`src/inc/ffpq_pkg.sv`:
```
// Package for the fast-program sequencer and query database of a parallel NOR flash.
// Assumes a 16-bit command/data bus sampled synchronously with clk_sys.
package ffpq_pkg;
  localparam logic [15:0] CMD_FFP = 16'h0080;
  localparam logic [15:0] CMD_EXIT = 16'hFFFF;
  localparam logic [15:0] CMD_READ_ARRAY = 16'h00FF;
  localparam logic [15:0] CMD_QUERY = 16'h0098;
  localparam logic [15:0] CMD_READ_STATUS = 16'h0070;
  localparam int BUF_WORDS = 32;
  localparam int SB_READY = 7;
  localparam int SB_SUPPLY_ERR = 3;
  localparam int SB_LOCKED = 1;
  localparam int SB_BUSY = 0;
  localparam logic [7:0] Q_BASE = 8'h10;
  localparam logic [7:0] Q_SYSIF = 8'h1B;
  localparam logic [7:0] Q_GEOM = 8'h27;
  localparam logic [7:0] Q_EXT_PTR = 8'h15;
  localparam logic [15:0] Q_EXT_PTR_VAL = 16'h010A;
  localparam int PROG_TIME_NS = 50;
  localparam int CLK_PERIOD_NS = 10;
  localparam int PROG_CYCLES = (PROG_TIME_NS + CLK_PERIOD_NS - 1) / CLK_PERIOD_NS;
  localparam int EXIT_CYCLES = 4;
  typedef enum logic [1:0] {FFPQ_OUT_ARRAY, FFPQ_OUT_STATUS, FFPQ_OUT_QUERY} ffpq_out_t;
endpackage : ffpq_pkg

```
`src/core/ffpq_top.sv`:
```
// Fast factory program sequencer with status word and query read path.
// Assumes host writes/reads are single-cycle strobes synchronous to clk_sys.
`timescale 1ns/100ps
`default_nettype none
module ffpq_top #(
  parameter int ADDR_W = 24,
  parameter int BLOCK_W = 16
) (
  input wire logic clk_sys,
  input wire logic rst_n,
  input wire logic wr_en,
  input wire logic rd_en,
  input wire logic [ADDR_W-1:0] addr,
  input wire logic [15:0] wdata,
  output logic [15:0] rdata,
  input wire logic program_supply_high_level,
  input wire logic block_locked,
  input wire logic [15:0] array_rdata,
  output logic array_we,
  output logic [ADDR_W-1:0] array_addr,
  output logic [15:0] array_wdata
);
  import ffpq_pkg::*;

  typedef enum {FFPQ_IDLE, FFPQ_SETUP, FFPQ_FAIL, FFPQ_LOAD, FFPQ_PROG, FFPQ_EXIT, FFPQ_DONE} ffpq_state_t;
  ffpq_state_t state_q;
  ffpq_out_t out_q;
  logic [15:0] buf_q [BUF_WORDS];
  logic [5:0] cnt_q;
  logic [5:0] pidx_q;
  logic [7:0] tmr_q;
  logic [ADDR_W-1:0] base_q;
  logic [ADDR_W-1:0] paddr_q;
  logic supply_err_q;
  logic locked_q;
  logic [15:0] qdata;
  logic [7:0] status_word;
  logic same_block;
  logic data_wr;

  assign same_block = addr[ADDR_W-1:BLOCK_W] == base_q[ADDR_W-1:BLOCK_W];
  // Buffer data only counts while the stream is open
  // An all-ones word at the first address is data: only an out-of-block all-ones write ends the phase
  assign data_wr = wr_en && state_q == FFPQ_LOAD && addr == base_q;

  // Status word: ready in bit 7, errors in 3 and 1, stream busy in 0
  always_comb begin
    status_word = 8'h00;
    status_word[SB_READY] = state_q == FFPQ_FAIL || state_q == FFPQ_DONE || state_q == FFPQ_IDLE;
    status_word[SB_SUPPLY_ERR] = supply_err_q;
    status_word[SB_LOCKED] = locked_q;
    status_word[SB_BUSY] = state_q == FFPQ_PROG || state_q == FFPQ_EXIT;
  end

  // Sequencer; the confirm write is checked in the cycle it arrives so errors are known when the host first polls
  always_ff @(posedge clk_sys or negedge rst_n) begin
    if (!rst_n) begin
      state_q <= FFPQ_IDLE;
      base_q <= '0;
      supply_err_q <= 1'b0;
      locked_q <= 1'b0;
      tmr_q <= 8'h00;
    end else begin
      case (state_q)
        FFPQ_IDLE: if (wr_en && wdata == CMD_FFP) begin
          state_q <= FFPQ_SETUP;
          base_q <= addr;
          supply_err_q <= 1'b0;
          locked_q <= 1'b0;
        end
        FFPQ_SETUP: if (wr_en) begin
          if (wdata == CMD_FFP && addr == base_q) begin
            if (!program_supply_high_level || block_locked) begin
              state_q <= FFPQ_FAIL;
              supply_err_q <= !program_supply_high_level;
              locked_q <= block_locked;
            end else begin
              state_q <= FFPQ_LOAD;
            end
          end else begin
            state_q <= FFPQ_IDLE;
          end
        end
        FFPQ_FAIL, FFPQ_DONE: if (wr_en) begin
          state_q <= FFPQ_IDLE;
        end
        FFPQ_LOAD: begin
          if (wr_en && wdata == CMD_EXIT && !same_block) begin
            state_q <= FFPQ_EXIT;
            tmr_q <= 8'(EXIT_CYCLES);
          end else if (data_wr && cnt_q == 6'(BUF_WORDS - 1)) begin
            state_q <= FFPQ_PROG;
            tmr_q <= 8'(PROG_CYCLES);
          end
        end
        FFPQ_PROG: begin
          if (tmr_q != 8'h00) begin
            tmr_q <= tmr_q - 8'h01;
          end else if (pidx_q == 6'(BUF_WORDS - 1)) begin
            state_q <= FFPQ_LOAD;
          end else begin
            tmr_q <= 8'(PROG_CYCLES);
          end
        end
        FFPQ_EXIT: begin
          if (tmr_q != 8'h00) begin
            tmr_q <= tmr_q - 8'h01;
          end else begin
            state_q <= FFPQ_DONE;
          end
        end
        default: state_q <= FFPQ_IDLE;
      endcase
    end
  end

  // Buffer load count and storage
  always_ff @(posedge clk_sys or negedge rst_n) begin
    if (!rst_n) begin
      cnt_q <= 6'h00;
    end else if (state_q != FFPQ_LOAD) begin
      cnt_q <= 6'h00;
    end else if (data_wr) begin
      cnt_q <= (cnt_q == 6'(BUF_WORDS - 1)) ? 6'h00 : cnt_q + 6'h01;
    end
  end
  always_ff @(posedge clk_sys) begin
    if (data_wr) begin
      buf_q[cnt_q[4:0]] <= wdata;
    end
  end

  // Array programming: one word per timer expiry, address advances itself
  always_ff @(posedge clk_sys or negedge rst_n) begin
    if (!rst_n) begin
      pidx_q <= 6'h00;
      paddr_q <= '0;
      array_we <= 1'b0;
      array_addr <= '0;
      array_wdata <= 16'h0000;
    end else begin
      array_we <= 1'b0;
      if (state_q == FFPQ_SETUP) begin
        paddr_q <= base_q;
      end
      if (state_q != FFPQ_PROG) begin
        pidx_q <= 6'h00;
      end else if (tmr_q == 8'h00) begin
        array_we <= 1'b1;
        array_addr <= paddr_q;
        array_wdata <= buf_q[pidx_q[4:0]];
        paddr_q <= paddr_q + 1'b1;
        pidx_q <= pidx_q + 6'h01;
      end
    end
  end

  // Output selection; read array is honoured once the sequencer has settled, other sequence writes force status
  always_ff @(posedge clk_sys or negedge rst_n) begin
    if (!rst_n) begin
      out_q <= FFPQ_OUT_ARRAY;
    end else if (wr_en) begin
      if (wdata == CMD_QUERY && state_q == FFPQ_IDLE) begin
        out_q <= FFPQ_OUT_QUERY;
      end else if (wdata == CMD_READ_ARRAY && (state_q == FFPQ_IDLE || state_q == FFPQ_FAIL || state_q == FFPQ_DONE)) begin
        out_q <= FFPQ_OUT_ARRAY;
      end else if (wdata == CMD_READ_STATUS || wdata == CMD_FFP || state_q != FFPQ_IDLE) begin
        out_q <= FFPQ_OUT_STATUS;
      end
    end
  end

  ffpq_query_rom ffpq_query_rom_inst (
    .qaddr(addr[7:0]),
    .qdata(qdata)
  );

  // Registered read data
  always_ff @(posedge clk_sys or negedge rst_n) begin
    if (!rst_n) begin
      rdata <= 16'h0000;
    end else if (rd_en) begin
      case (out_q)
        FFPQ_OUT_QUERY: rdata <= qdata;
        FFPQ_OUT_STATUS: rdata <= {8'h00, status_word};
        default: rdata <= array_rdata;
      endcase
    end
  end

  // Last committed address, so the order check also spans the step from one buffer into the next
  logic [ADDR_W-1:0] last_we_addr_q;
  logic seen_we_q;
  always_ff @(posedge clk_sys or negedge rst_n) begin
    if (!rst_n) begin
      last_we_addr_q <= '0;
      seen_we_q <= 1'b0;
    end else if (state_q == FFPQ_SETUP) begin
      seen_we_q <= 1'b0;
    end else if (array_we) begin
      last_we_addr_q <= array_addr;
      seen_we_q <= 1'b1;
    end
  end

  // Checks on discard, busy, address order, exit, lock error, stream ready and query output
  a_discard_busy: assert property (@(posedge clk_sys) disable iff (!rst_n)
    (wr_en && status_word[SB_BUSY]) |=> $stable(cnt_q)) else $error("data accepted while busy");
  a_busy_prog: assert property (@(posedge clk_sys) disable iff (!rst_n)
    (data_wr && cnt_q == 6'(BUF_WORDS - 1)) |=> status_word[SB_BUSY]) else $error("busy not raised");
  a_addr_incr: assert property (@(posedge clk_sys) disable iff (!rst_n)
    (array_we && seen_we_q) |-> array_addr == last_we_addr_q + 1'b1) else $error("address skip");
  a_exit_ready: assert property (@(posedge clk_sys) disable iff (!rst_n)
    (state_q == FFPQ_EXIT) |-> !status_word[SB_READY] ##[1:10] status_word[SB_READY])
    else $error("exit never completes");
  a_query_upper: assert property (@(posedge clk_sys) disable iff (!rst_n)
    (rd_en && out_q == FFPQ_OUT_QUERY) |=> rdata[15:8] == 8'h00) else $error("upper byte nonzero");
  a_query_q: assert property (@(posedge clk_sys) disable iff (!rst_n)
    (rd_en && out_q == FFPQ_OUT_QUERY && addr[7:0] == 8'h10) |=> rdata == 16'h0051) else $error("bad Q");
  a_lock_err: assert property (@(posedge clk_sys) disable iff (!rst_n)
    (state_q == FFPQ_SETUP && wr_en && wdata == CMD_FFP && addr == base_q && block_locked)
    |=> status_word[SB_READY] && status_word[SB_LOCKED]) else $error("lock error missing");
  a_stream_ready: assert property (@(posedge clk_sys) disable iff (!rst_n)
    (state_q == FFPQ_PROG && tmr_q == 8'h00 && pidx_q == 6'(BUF_WORDS - 1))
    |=> !status_word[SB_BUSY] && !status_word[SB_READY]) else $error("stream not ready");
  c_buffer_full: cover property (@(posedge clk_sys) disable iff (!rst_n) state_q == FFPQ_PROG);
  c_setup_fail: cover property (@(posedge clk_sys) disable iff (!rst_n) state_q == FFPQ_FAIL);
  c_exit_done: cover property (@(posedge clk_sys) disable iff (!rst_n) state_q == FFPQ_DONE);
  c_query_read: cover property (@(posedge clk_sys) disable iff (!rst_n) rd_en && out_q == FFPQ_OUT_QUERY);
endmodule : ffpq_top
`default_nettype wire

```
`src/core/ffpq_query_rom.sv`:
```
// Query database lookup: word address in, 16-bit query word out.
// Assumes the caller registers the output.
`timescale 1ns/100ps
`default_nettype none
module ffpq_query_rom (
  input wire logic [7:0] qaddr,
  output logic [15:0] qdata
);
  import ffpq_pkg::*;
  logic [7:0] low_byte;
  // Identification, interface and geometry subsections; unknown offsets read zero
  always_comb begin
    low_byte = 8'h00;
    case (qaddr)
      Q_BASE: low_byte = 8'h51;
      8'h11: low_byte = 8'h52;
      8'h12: low_byte = 8'h59;
      8'h13: low_byte = 8'h01;
      Q_EXT_PTR: low_byte = Q_EXT_PTR_VAL[7:0];
      8'h16: low_byte = Q_EXT_PTR_VAL[15:8];
      Q_SYSIF: low_byte = 8'h17;
      8'h1C: low_byte = 8'h20;
      8'h1D: low_byte = 8'h85;
      8'h1E: low_byte = 8'h95;
      8'h1F: low_byte = 8'h08;
      8'h20: low_byte = 8'h09;
      8'h21: low_byte = 8'h0A;
      8'h23: low_byte = 8'h01;
      8'h24: low_byte = 8'h01;
      8'h25: low_byte = 8'h02;
      Q_GEOM: low_byte = 8'h00;
      8'h28: low_byte = 8'h01;
      8'h2A: low_byte = 8'h06;
      default: low_byte = 8'h00;
    endcase
  end
  // Upper lines always zero in query mode
  assign qdata = {8'h00, low_byte};
endmodule : ffpq_query_rom
`default_nettype wire

```
`config.mk`:
```
export PLATFORM = sky130hd
export DESIGN_NAME = ffpq_top
export DESIGN_NICKNAME = d
export VERILOG_FILES = /design/src/inc/ffpq_pkg.sv /design/src/core/ffpq_top.sv /design/src/core/ffpq_query_rom.sv
export SDC_FILE = /design/constraint.sdc
export NUM_CORES = 1
export LEC_CHECK = 0
export BUFFER_PORTS_ARGS = -buffer_cell sky130_fd_sc_hd__buf_2
export CORE_AREA = 2 2 243 269
export CTS_CLUSTER_DIAMETER = 150
export DETAILED_ROUTE_END_ITERATION = 8
export DIE_AREA = 0 0 245 271
export SLEW_MARGIN = 5
export SYNTH_ARGS = -nofsm -noshare
export SYNTH_HDL_FRONTEND = slang
export SYNTH_SLANG_ARGS = --single-unit
```
`constraint.sdc`:
```
create_clock -name clk_sys -period 3.9 [get_ports clk_sys]
set_input_delay 1.17 -clock clk_sys [delete_from_list [all_inputs] [get_ports clk_sys]]
set_output_delay 1.17 -clock clk_sys [all_outputs]
set_load 0.05 [all_outputs]
```
### Yosys cells after proc, flatten, opt, wreduce, memory -nomap -nowiden

Memory sizes are Yosys's and may differ from the RTL's. A register that Yosys moved wholly into a read port is not among the register bits.
Cells that the tools add are included.

| cells by class | value |
|---|---|
| mux-type cells | 43 |
| eq/ne operators | 36 |
| reduce and logical (&&, ||, !) cells | 38 |
| bitwise gates (word level) | 1 |
| add/subtract/negate cells | 4 |

Operator list:

| cell | count |
|---|---|
| $mux 32 | 9 |
| $pmux 32 s6 | 1 |
| $eq 32x3->1 const B | 5 |
| $eq 32x2->1 const B | 3 |
| $eq 32x4->1 const B | 3 |
| $mux 24 | 3 |
| $logic_not 32->1 | 2 |
| $eq 16x8->1 const B | 3 |
| $mux 8 | 6 |
| $eq 32x1->1 const B | 1 |
| $ne 32x3->1 const B | 1 |
| $ne 32x4->1 const B | 1 |
| $pmux 16 s2 | 1 |
| $reduce_bool 32->1 | 1 |
| $mux 6 | 5 |
| $add 24x1->24 const B | 1 |
| $eq 24x24->1 | 1 |
| $pmux 8 s3 | 1 |
| $ne 2x2->1 const B | 9 |
| $eq 16x16->1 const B | 1 |
| $eq 16x7->1 const B | 1 |
| $add 6x1->6 const B | 2 |
| $eq 6x5->1 const B | 2 |
| $mux 1 | 12 |
| other kinds (21) | 47 |

| storage, ports and cells | value |
|---|---|
| input bits | 62 |
| memories kept | 2 |
| bits in writable memories | 512 |
| register bits after elaboration | 145 |
| logic and storage cells | 136 |
| ROM bits | 512 |
| output and inout bits | 57 |

Memories:

| name | words | width | read ports | clocked after Yosys merged registers in | wr ports | line | text |
|---|---|---|---|---|---|---|---|
| (name not given) | 64 | 8 | 1 | 0 | 0 | ffpq_query_rom.sv:14 | `case (qaddr)` |
| buf_q | 32 | 16 | 1 | 1 | 1 | ffpq_top.sv:28 | `logic [15:0] buf_q [BUF_WORDS];` |

### Logic depth before layout (Yosys ltp)

| logic depth | value |
|---|---|
| depth in word-level cells | 7 |
| depth in mapped cells | 10 |
| gate-level depth less buffers | 9 |

### Hierarchy

From an unflattened synthesis, not the netlist that was laid out.

| unflattened totals | value |
|---|---|
| cell total of the unflattened synthesis | 1647 |
| area total of the unflattened synthesis | 26744.4 µm² |

Modules (own cells, without submodules):

| module | times used | area an instance (µm²) | seq. area each (µm²) | cells each |
|---|---|---|---|---|
| ffpq_top | 1 | 26337.8 | 18677.9 | 1591 |
| ffpq_query_rom | 1 | 406.6 | 0.0 | 56 |

### Worst setup path after synthesis

Ideal clock, no wire load.

| timing | value |
|---|---|
| path kind | in2reg |
| start | input port addr[5] |
| end | memory buf_q[27][0] (enable) |
| path slack | 0.091 ns |
| stages on the path | 6 |
| setup time | 0.409 ns |
| arrival | 3.400 ns |
| required time | 3.491 ns |
| path buffers | 1 |
| path through | buf_2 -> xnor2_1 -> nand4_1 -> nor4_4 -> nand4_1 -> nor3_1 |

| between the ends | value |
|---|---|
| word-level cells in the longest chain between the ends | 4 |

RTL lines:

| item | line | text |
|---|---|---|
| from (decl) | ffpq_top.sv:13 | `input wire logic [ADDR_W-1:0] addr,` |
| $eq 24x24->1 | ffpq_top.sv:44 | `assign data_wr = wr_en && state_q == FFPQ_LOAD && addr == base_q;` |
| $logic_and 1x1->1 | ffpq_top.sv:44 |  |
| $mux 1 | ffpq_top.sv:128 | `if (data_wr) begin` |
| $mux 1 (not written as such) | ffpq_top.sv:129 | `buf_q[cnt_q[4:0]] <= wdata;` |
| to (decl) | ffpq_top.sv:28 |  |

No other way between the ends.

### Worst setup path after layout

| timing | value |
|---|---|
| start | input port addr[12] |
| end | memory buf_q[31][6] (enable) |

The elaborated chain is that of the path after synthesis.

==> run metrics <==
cell depth of the worst hold path=2; WHS Endpoint=array_addr[12]; starting utilization of the core area=41.7%; number of antenna violations at the first check in global routing=3; leading cell types by count after synthesis=sky130_fd_sc_hd__edfxtp_1 (512), sky130_fd_sc_hd__nand2_1 (139), sky130_fd_sc_hd__dfrtp_1 (132); Clock Skew=23.7 ps; Clock Tree Root=sky130_fd_sc_hd__clkbuf_16; wire length of the first global-routing pass=95800 um; final weighted congestion in routability-driven placement=0.859; transition time at the pin with the least slew margin=820 ps; endpoint of the worst register-to-register path=paddr_q[2]; number of CTS-inserted buffers=67; via count=14900; Core ar.=0.0635 mm^2; Max Cap Viol=0; syn_nets=~1600; count of antenna-violating nets left after detailed routing=0; Worst Hold Launch=array_addr[12]; Layout area overhead=17.2%; area enclosed by the die boundary=0.0664 mm^2; number of hold-slack violations in the final timing report=0; required arrival time at the worst endpoint=4190 ps; utilization of the core after routing=48.8%; post-detailed-route via-to-cell ratio=~5.6; layout cell share with drive strength beyond 1=24.6%; largest net degree at the start of global routing=65; startpoint of the worst-slack reg-to-reg timing path=tmr_q[0]; Ys Warns=0; accumulated negative setup slack=0 ps; depth of the worst register-to-register path=9; DRC=0; type of the worst min-delay path=flip-flop to flip-flop; Clock Latency Late Sink=600 ps; number of setup buffers added after CTS=0; Primary FF master, synth=sky130_fd_sc_hd__edfxtp_1; Final Critical Period=about 3000 ps; crit path capture type=flip-flop; Ports=119; GR Util All Layers=19.5%; count of flip-flops with a built-in enable after synthesis=512; power density over the cells=474 mW/mm^2; number of global-route vias before repair=15200; most area-consuming cells after synthesis=sky130_fd_sc_hd__edfxtp_1 (58%), sky130_fd_sc_hd__dfrtp_1 (12%), sky130_fd_sc_hd__mux4_2 (8.5%); FF-to-FF setup slack=920 ps; Synth Instances=1570; Critical Setup Path Class=input pin to flip-flop; final cycle utilization of the critical path=approximately 77%; top-area cell type share of the netlist area=58.1%; Clock Path Buffers=3; arrival time of the worst setup path=3290 ps; outcome=finished, final reports clean; leftover overflow at the end of global routing=0; critical path launch point=addr[12]; number of resized instances in the post-cts repair step=0; maximum fanout encountered on the critical timing path=36; number of clock sinks seen by CTS=644; most used standard cell by instance count after synthesis=sky130_fd_sc_hd__edfxtp_1; wire length after detailed routing=63800 um; count of cell types in the netlist=65; number of failing setup endpoints in the final timing report=0; post-synthesis instance area=0.0265 mm^2; synthesis-stage register bit count=644; setup repair after global routing missed its margin=false; max frequency=333 MHz; Worst IR Drop VDD=288 uV; count of H-tree levels built during CTS=3; First DRT Iteration DRCs=1324; fraction of synthesis flops using an asynchronous set or reset pin=20.5%; leakage dissipation=10.8 nW; Port Buffers=118; CTS clock-pin slew for the worst setup and hold paths=60 ps; sequential-to-total area share from yosys stat=70.6%; cell taking the most area after synthesis=sky130_fd_sc_hd__edfxtp_1; worst-case headroom to the max-slew limit=~45%; detailed placer's ending HPWL=43200 um; number of iterations in the first detailed-routing pass=7; average footprint of a synthesized cell=16.8 um^2; count of final max-slew check failures=0; Setup crit start kind=input pin; number of nets at the end of the flow=1843; hold buffers post-CTS=0; TritonCTS clock tree=built; width of the chip=between 200 and 250 um; std cell rows=97; DIE HEIGHT=271 um; routed length per placed instance=~24 um
layout by cell type, fill, tap and decap left out, drive strengths merged, types with 5 or more instances in the layout:
| cell type | instances |
|---|---|
| clkinv | 22 |
| a21oi | 37 |
| nand2b | 6 |
| o22ai | 33 |
| nor3b | 6 |
| a221o | 16 |
| nand3 | 23 |
| mux2 | 25 |
| o21ai | 35 |
| nor2 | 57 |
| xnor2 | 18 |
| nor3 | 19 |
| xor2 | 13 |
| mux4 | 115 |
| nand4 | 18 |
| a211oi | 27 |
| bufinv | 7 |
| nor4 | 7 |
| a311oi | 5 |
| and3 | 39 |
| ha | 16 |
| buf | 212 |
| mux2i | 63 |
| inv | 37 |
| o221ai | 30 |
| dfrtp | 132 |
| a31oi | 7 |
| clkbuf | 83 |
| edfxtp | 512 |
| and2 | 5 |
| nand2 | 139 |
where the power goes:
group	leakage [nW]	internal, mW	total, mW	switching, mW
sequential	6.37	7.54	7.70	0.151
clock	1.04	3.72	6.27	2.55
combinational	3.44	0.243	0.734	0.491
cell type report:
class / instances / area [um^2]
Multi-Input combinational cell: 806 / 7210
Inverter: 34 / 128
Clock inverter: 36 / 358
Timing Repair Buffer: 212 / 1770
Sequential cell: 644 / 18700
Antenna cell: 1 / 2.50
Fill cell: 5298 / 32500
Tap cell: 841 / 1050
Clock buffer: 83 / 1790
routing by layer:
layer	routed length, um	GRT usage [%]	vias to the layer above	share of wire, %
met3	3990	2.98	88	6.3
met1	27600	27.3	7669	43
li1	-	-	6650	-
met5	0	0	-	0
met2	30200	30.9	526	47
met4	1980	7.32	0	3.1
cells by family after synthesis:
logic type	synth area share (%)
buffers and inverters	2.19
adders and majority gates	0.757
muxes	13.5
xor gates and xnor gates	1.03
and+or+nand+nor	6.21
AOI/OAI and AO/OA	5.75
DFF	70.6
state kept, by name, indices dropped and copies added (netlist names):
| register | count |
|---|---|
| rdata | 16 |
| buf_q | 512 |
| locked_q | 1 |
| array_we | 1 |
| cnt_q | 6 |
| out_q | 2 |
| paddr_q | 24 |
| state_q | 3 |
| supply_err_q | 1 |
| array_wdata | 16 |
| pidx_q | 6 |
| array_addr | 24 |
| base_q | 24 |
| tmr_q | 8 |
critical path, cell delays in order:
cell,delay [ps]
sky130_fd_sc_hd__buf_2,120
sky130_fd_sc_hd__xnor2_1,330
sky130_fd_sc_hd__nand4_1,250
sky130_fd_sc_hd__nor4_4,490
sky130_fd_sc_hd__and3_1,280
sky130_fd_sc_hd__buf_12,190
sky130_fd_sc_hd__nand2_1,70
sky130_fd_sc_hd__nor2_1,190
sky130_fd_sc_hd__buf_12,190
worst max-delay path by stage:
| stage | endpoint | slack [ps] |
|---|---|---|
| 2_1_floorplan | buf_q[27][0] | 90 |
| 3_3_place_gp | buf_q[31][0] | 250 |
| 3_5_place_dp | buf_q[31][0] | 280 |
| 4_1_cts | buf_q[31][6] | 890 |
| 5_1_grt | paddr_q[2] | 740 |
| 6_report | buf_q[31][6] | 900 |
metrics by stage:
stage                     setup slack, ps  std cells  hold slack (ps)  area (um^2)  total power, mW
final                                 899       2657              472        31000             14.7
after global placement                251       2537              457        28800             8.55
after detailed placement              285       2537              461        28800             8.57
after CTS                             893       2656              477        31000             14.9
after global routing                  745       2656              494        31000             15.2
after floorplan                      91.1       1570              454        26500             8.20
Note: power is estimated with default switching activity, not from simulation.
